<file path="config.mk">
export PLATFORM = sky130hd
export DESIGN_NAME = fpc_core
export DESIGN_NICKNAME = d
export VERILOG_FILES = /design/src/hdl/fpc_pkg.sv /design/src/hdl/fpc_core.sv
export VERILOG_INCLUDE_DIRS = /design/src /design/src/hdl
export SDC_FILE = /design/constraint.sdc
export NUM_CORES = 1
export LEC_CHECK = 0
export BUFFER_PORTS_ARGS = -buffer_cell sky130_fd_sc_hd__buf_2
export CORE_ASPECT_RATIO = 1.75
export CORE_MARGIN = 2
export CORE_UTILIZATION = 55
export DETAILED_ROUTE_END_ITERATION = 10
export PLACE_DENSITY = 0.76
export SLEW_MARGIN = 10
export SYNTH_ARGS = -nofsm -noshare
export SYNTH_HDL_FRONTEND = slang
export SYNTH_SLANG_ARGS = --single-unit
export TNS_END_PERCENT = 50
</file>
<file path="constraint.sdc">
create_clock -name clk_sys -period 2.3 [get_ports clk_sys]
set_clock_uncertainty 0.1 [all_clocks]
set_input_delay 0.345 -clock clk_sys [delete_from_list [all_inputs] [get_ports clk_sys]]
set_output_delay 0.345 -clock clk_sys [all_outputs]
set_load 0.01 [all_outputs]
</file>
<file path="src/hdl/fpc_map.svh">
// timing constants for the flyback pwm protection core
`ifndef FPC_MAP_SVH
`define FPC_MAP_SVH
`define FPC_CLK_PERIOD_NS 40
`define FPC_BLANK_NS 250
`define FPC_FAST_OVERCURRENT_TRIP_DELAY_NS 100
`define FPC_SCP_DELAY_MS 70
// least time rounds up
`define FPC_BLANK_CYC ((`FPC_BLANK_NS + `FPC_CLK_PERIOD_NS - 1) / `FPC_CLK_PERIOD_NS)
// longest time rounds down
`define FPC_FAST_OVERCURRENT_TRIP_CYC (`FPC_FAST_OVERCURRENT_TRIP_DELAY_NS / `FPC_CLK_PERIOD_NS)
`define FPC_SCP_CYC (`FPC_SCP_DELAY_MS * 1000000 / `FPC_CLK_PERIOD_NS)
`endif

</file>
<file path="src/hdl/fpc_pkg.sv">
// types for the flyback pwm protection core
package fpc_pkg;
    typedef enum logic [3:0] {
        ST_OFF = 4'h1,
        ST_RUN = 4'h2,
        ST_HICCUP = 4'h4,
        ST_LATCHED = 4'h8
    } fpc_state_e;

    typedef struct packed {
        logic peak_reached;
        logic cycle_current_limit;
        logic fast_overcurrent_trip;
    } fpc_sense_s;

    typedef struct packed {
        logic fb_high;
        logic fb_low;
        logic supply_on;
        logic supply_off;
        logic supply_maintain;
        logic pin_fault;
        logic protect_low;
        logic protect_high;
    } fpc_prot_s;
endpackage

</file>
<file path="src/hdl/fpc_core.sv">
// control core: pulse generation, blanking and protection state
// Functional notes
// a gate pulse starts at every oscillator cycle start while switching is allowed.
// the pulse ends when the peak-current comparator reports the feedback level reached.
// for 250ns after turn-on the current comparators are ignored and the gate stays on.
// a fast overcurrent trip ends the pulse within about 100ns.
// feedback high held for 70ms enters short-circuit protection.
// in short-circuit protection switching stops until supply-off, then start-up retries.
// feedback low suppresses the gate at once and stops regulation pulses.
// switching starts only after supply-on and stops when supply-off asserts.
// with regulation stopped and supply-maintain asserted, pulses are issued anyway.
// the cycle current limit comparator ends the pulse on every cycle.
// a pin fault disables all switching.
// protect-pin low trip latches, protect-pin high trip recovers by itself.
// once latched the gate stays off whatever the other inputs do.
// the latch clears only on full supply collapse, i.e. the block reset.
// the short-circuit delay counter restarts when feedback high drops early.
// blanking and protection delays are counted on the system clock.
`timescale 1ns/1ps
`include "fpc_map.svh"

module fpc_core #(
    parameter int SCP_CYC = `FPC_SCP_CYC,
    parameter int BLANK_CYC = `FPC_BLANK_CYC,
    parameter int FAST_OVERCURRENT_TRIP_CYC = `FPC_FAST_OVERCURRENT_TRIP_CYC
) (
    input wire logic clk_sys,
    input wire logic srst,
    input wire logic osc_start,
    input wire fpc_pkg::fpc_sense_s sense,
    input wire fpc_pkg::fpc_prot_s prot,
    output logic gate_drive,
    output logic overload_shutdown,
    output logic latch_fault,
    output logic switching_allowed
);

    ////////////////////////////////////////////////////////////////////////
    localparam int SCW = $clog2(SCP_CYC + 1);
    localparam int BW = $clog2(BLANK_CYC + 1);

    fpc_pkg::fpc_state_e state_ff;
    fpc_pkg::fpc_state_e nxt_state;
    logic gate_ff;
    logic [BW-1:0] blank_ff;
    logic [SCW-1:0] scp_ff;
    logic [SCW-1:0] nxt_scp;
    logic fast_overcurrent_trip_ff;
    logic nxt_gate;
    logic [BW-1:0] nxt_blank;
    // one bit wider than the blanking count so the checks can see past it
    localparam int OW = BW + 1;
    logic [OW-1:0] on_time_ff;

    // state compare shared by the run, off, hiccup and latched flag decodes of the state register
    function automatic logic in_state(fpc_pkg::fpc_state_e cur,
        fpc_pkg::fpc_state_e want);
        return cur == want;
    endfunction

    wire blanking = gate_ff && (blank_ff != '0);
    wire scp_expired = prot.fb_high && (scp_ff == SCW'(SCP_CYC - 1));
    wire run_state = in_state(state_ff, fpc_pkg::ST_RUN);
    wire off_state = in_state(state_ff, fpc_pkg::ST_OFF);
    // maintain pulses are allowed while feedback low holds regulation off
    wire pulse_allowed = run_state && !prot.pin_fault && !prot.protect_high
        && !prot.supply_off && (!prot.fb_low || prot.supply_maintain);
    // fast_overcurrent_trip is one cycle: the 100ns figure allows FAST_OVERCURRENT_TRIP_CYC - 1 = 1 stage only
    wire current_stop = sense.peak_reached || sense.cycle_current_limit
        || fast_overcurrent_trip_ff;
    wire gate_kill = !pulse_allowed
        || (prot.fb_low && !prot.supply_maintain);

    assign switching_allowed = pulse_allowed;
    assign gate_drive = gate_ff;
    assign overload_shutdown = in_state(state_ff, fpc_pkg::ST_HICCUP);
    assign latch_fault = in_state(state_ff, fpc_pkg::ST_LATCHED);

    ////////////////////////////////////////////////////////////////////////
    always_comb
    begin
        nxt_state = state_ff;
        case (state_ff)
            fpc_pkg::ST_OFF:
            begin
                if (prot.supply_on && !prot.supply_off)
                    nxt_state = fpc_pkg::ST_RUN;
            end
            fpc_pkg::ST_RUN:
            begin
                if (prot.supply_off)
                    nxt_state = fpc_pkg::ST_OFF;
                else if (scp_expired)
                    nxt_state = fpc_pkg::ST_HICCUP;
            end
            fpc_pkg::ST_HICCUP:
            begin
                if (prot.supply_off)
                    nxt_state = fpc_pkg::ST_OFF;
            end
            fpc_pkg::ST_LATCHED:
                nxt_state = fpc_pkg::ST_LATCHED;
            default:
                nxt_state = fpc_pkg::ST_OFF;
        endcase
        // low protect trip latches from any state, cleared only by reset
        if (prot.protect_low)
            nxt_state = fpc_pkg::ST_LATCHED;
    end

    // counter restarts whenever feedback high drops or the state is not ST_RUN
    assign nxt_scp = (prot.fb_high && run_state) ?
        (scp_expired ? '0 : scp_ff + SCW'(1)) : '0;

    always_comb
    begin
        nxt_gate = gate_ff;
        nxt_blank = blank_ff;
        if (gate_kill)
            nxt_gate = 1'b0;
        else if (!gate_ff && osc_start)
        begin
            nxt_gate = 1'b1;
            nxt_blank = BW'(BLANK_CYC - 1);
        end
        else if (blanking)
            nxt_blank = blank_ff - BW'(1);
        else if (gate_ff && current_stop)
            nxt_gate = 1'b0;
    end

    ////////////////////////////////////////////////////////////////////////
    // srst stands for full supply collapse, the only latch release
    always_ff @(posedge clk_sys)
    begin
        if (srst)
        begin
            state_ff <= fpc_pkg::ST_OFF;
            gate_ff <= 1'b0;
            blank_ff <= '0;
            scp_ff <= '0;
            fast_overcurrent_trip_ff <= 1'b0;
        end
        else
        begin
            state_ff <= nxt_state;
            gate_ff <= nxt_gate;
            blank_ff <= nxt_blank;
            scp_ff <= nxt_scp;
            fast_overcurrent_trip_ff <= sense.fast_overcurrent_trip;
        end
    end

    ////////////////////////////////////////////////////////////////////////
    // on-time count for the checks only; it saturates so a stuck gate
    // cannot wrap back into the blanking range
    always_ff @(posedge clk_sys)
    begin
        if (srst)
            on_time_ff <= '0;
        else if (!gate_ff)
            on_time_ff <= '0;
        else if (on_time_ff != '1)
            on_time_ff <= on_time_ff + OW'(1);
    end
endmodule // fpc_core

</file>
==> flow_metrics.py <==
metrics = {
    "power_and_ir_drop": {
        "peakVddDrop_mv": 0.571,
        "finalPower_w": 0.00102,
        "leakage_nw": 0.645,
        "powerDensity_mw_per_mm2": 582,
    },
    "setup_path": {
        "worstPathArrival_ns": 1.60,
        "r2r-start": "scp_ff[0]",
        "cp_slowest_cell": "dfxtp_1",
        "crit_chain": "nor4b_2 -> and2b_1 -> nand3_1 -> inv_1 -> buf_2",
        "cp_max_fo": 6,
        "reg2reg_to": "state_ff[1]",
        "end_kind": "output port",
        "worstRegToRegCells": 5,
        "path_class": "register to output port",
        "startpoint": "state_ff[2]",
        "start_kind": "register",
        "slowest_delay_ns": 0.38,
        "path_depth": 5,
        "crit_required_ns": 1.86,
        "cp_top_family": "simple AND/OR/NAND/NOR gates",
        "reg2reg_slack_ns": 0.44,
        "crit_buf_inv": 2,
        "critPathCapture": "switching_allowed",
    },
    "logic_synthesis": {
        "synth_top_cells_by_area": "dfxtp_1 39%, nor2_1 6.6%, xnor2_1 6.2%",
        "yosysTopAreaCell": "dfxtp_1",
        "ys_types": 43,
        "netlist_area_sq_mm": 0.00155,
        "synth_top_area_frac": 0.388,
        "syn_avg_cell_area_sq_um": 8.94,
        "yosys_warnings": 0,
        "syn_inst": 173,
        "synthTopCellsByCount": "30 x dfxtp_1, 27 x nor2_1, 11 x xnor2_1, 10 x inv_1, 9 x nor3_1",
        "synth_edf_count": 0,
        "async_reset_ff_frac": 0,
        "synth_nets": 190,
        "yosysMostFrequentCell": "dfxtp_1",
        "ys.flop_type": "dfxtp_1",
        "ys_ff_latch": 30,
        "yosysSeqAreaShare": 0.388,
    },
    "cts": {
        "cts_tree": "yes",
        "cts_hold_buf": 0,
        "clock-root-buffer": "clkbuf_8",
        "clkLatencyLatePin_ns": 0.29,
        "cts_resized": 0,
        "numCtsBuffers": 5,
        "postCtsSetupBuffers": 0,
        "clock_path_buffers": 2,
        "clk_pin_slew_ns": 0.07,
        "clock-sinks": 30,
        "htree_num_levels": 2,
    },
    "finish": {
        "n_antenna_cell": 0,
        "fin_nets": 212,
        "layout-drive-gt1-share": 0.194,
        "fillers": 234,
        "design_area_sq_mm": 0.00175,
        "area_delta_synth_final_pct": 13.0,
    },
    "run": {
        "maxCapViolations": 0,
    },
    "drt": {
        "met2_wirelength_microns": 2010,
        "wl_met1_microns": 1150,
        "avgRoutedWirePerCell_microns": 15.0,
        "drtIter0Drc": 29,
        "drc": 0,
        "firstDrtPassIters": 4,
        "wirelength_microns": 3340,
        "antenna_left": 0,
        "via_per_inst": 5.91,
        "top_layer": "met4",
        "detailroute.via_count": 1318,
        "wl_met3_microns": 103,
    },
    "placed_design": {
        "hpwl_microns": 2630,
        "place.gp.congestion": 0.823,
        "place_area_sq_mm": 0.00166,
        "portBuffers": 17,
    },
    "floorplanning": {
        "die_h_microns": 74.1,
        "num_rows": 25,
        "dieArea_sq_mm": 0.00327,
        "die_w_microns": 44.1,
        "core-area_sq_mm": 0.00269,
        "ios": 18,
        "start_util": 0.575,
    },
    "grt": {
        "grt_pass1_vias": 1372,
        "grt_start_max_net_pins": 15,
        "grt_usage": 0.249,
        "antenna_found_initial": 0,
        "grt_overflow": 0,
        "grt_first_pass_wirelength_microns": 5880,
    },
    "sta": {
        "rsz0062_at_grt": "false",
        "setup_violations": 0,
        "slew_headroom": 0.660,
        "fin_crit_sh": 0.889,
        "period_needed_ns": 2.04,
        "tns_ns": 0,
        "fmax_mhz": 489,
        "hold_violations": 0,
        "slew_viol_final": 0,
        "tightest_slew_ns": 0.503,
    },
    "worst_hold_path": {
        "min_path_type": "input port to register",
        "whs_path_depth": 2,
    },
    "run_status": {
        "status": "completed",
    },
}
[stage by stage]
| stage | cells | worst slack (ns) | util | hold slack, ns |
|---|---|---|---|---|
| after global routing | 223 | 0.114 | 0.650 | 0.204 |
| after floorplan | 173 | 0.578 | - | 0.350 |
| after global placement | 215 | 0.515 | 0.616 | 0.362 |
| after CTS | 223 | 0.268 | 0.650 | 0.170 |
| after detailed placement | 215 | 0.457 | 0.616 | 0.377 |
| final | 223 | 0.256 | 0.650 | 0.169 |
[how the worst min path moves through the flow]
stage	from	end	slack, ns
6_report	sense[0]	fast_overcurrent_trip_ff	0.17
5_1_grt	sense[0]	fast_overcurrent_trip_ff	0.20
4_1_cts	sense[0]	fast_overcurrent_trip_ff	0.17
3_5_place_dp	blank_ff[0]	blank_ff[0]	0.38
3_3_place_gp	blank_ff[0]	blank_ff[0]	0.36
2_1_floorplan	blank_ff[0]	blank_ff[0]	0.35
[cell families after synthesis]
| kind of cell | synth area share |
|---|---|
| DFF | 0.388 |
| buffers and inverters | 0.0348 |
| xor gates and xnor gates | 0.0793 |
| AOI/OAI and AO/OA | 0.0979 |
| adders and majority gates | 0.0243 |
| muxes | 0.00647 |
| and+or+nand+nor | 0.369 |
[state kept, by name, indices dropped and copies added, names as in the netlist]
signal                    count
scp_ff                       21
state_ff                      4
blank_ff                      3
fast_overcurrent_trip_ff      1
gate_drive                    1
[layout make-up]
type | instances | area (sq um) | share of cell area
clock inverter | 1 | 5.00 | 0.00286
sequential | 30 | 601 | 0.344
timing repair buffer | 18 | 92.6 | 0.0530
tap | 27 | 33.8 | 0.0193
multi-input combinational | 130 | 892 | 0.510
clock buffer | 7 | 86.3 | 0.0494
inverter | 10 | 37.5 | 0.0215
[cells in the final DEF, fill, tap and decap left out, drive strengths merged, types with 2 or more instances in the layout]
| cell type | instances |
|---|---|
| dfxtp | 30 |
| nor2 | 27 |
| buf | 18 |
| xnor2 | 11 |
| inv | 10 |
| nor3 | 9 |
| nand3 | 9 |
| clkbuf | 7 |
| and3 | 7 |
| nand2 | 6 |
| nand4 | 6 |
| nor4 | 6 |
| nand2b | 5 |
| a21oi | 5 |
| nor4b | 4 |
| or2 | 3 |
| and4 | 3 |
| xor2 | 3 |
| ha | 3 |
| o21ai | 3 |
| and2 | 2 |
| nor4bb | 2 |
| o2111a | 2 |
| a311oi | 2 |
[where the power goes]
group	leakage (nW)	internal [W]	switching, W
clock network	0.0482	0.000241	0.000197
logic	0.355	0.0000229	0.0000247
registers	0.243	0.000525	0.00000711
total	0.645	0.000789	0.000229
[layer usage]
| metal | GRT usage | up-vias |
|---|---|---|
| met5 | 0 | - |
| met4 | 0.138 | 0 |
| met3 | 0.0752 | 5 |
| met2 | 0.484 | 20 |
| met1 | 0.214 | 622 |
| li1 | - | 671 |
Power figures use the tool's default switching activity.
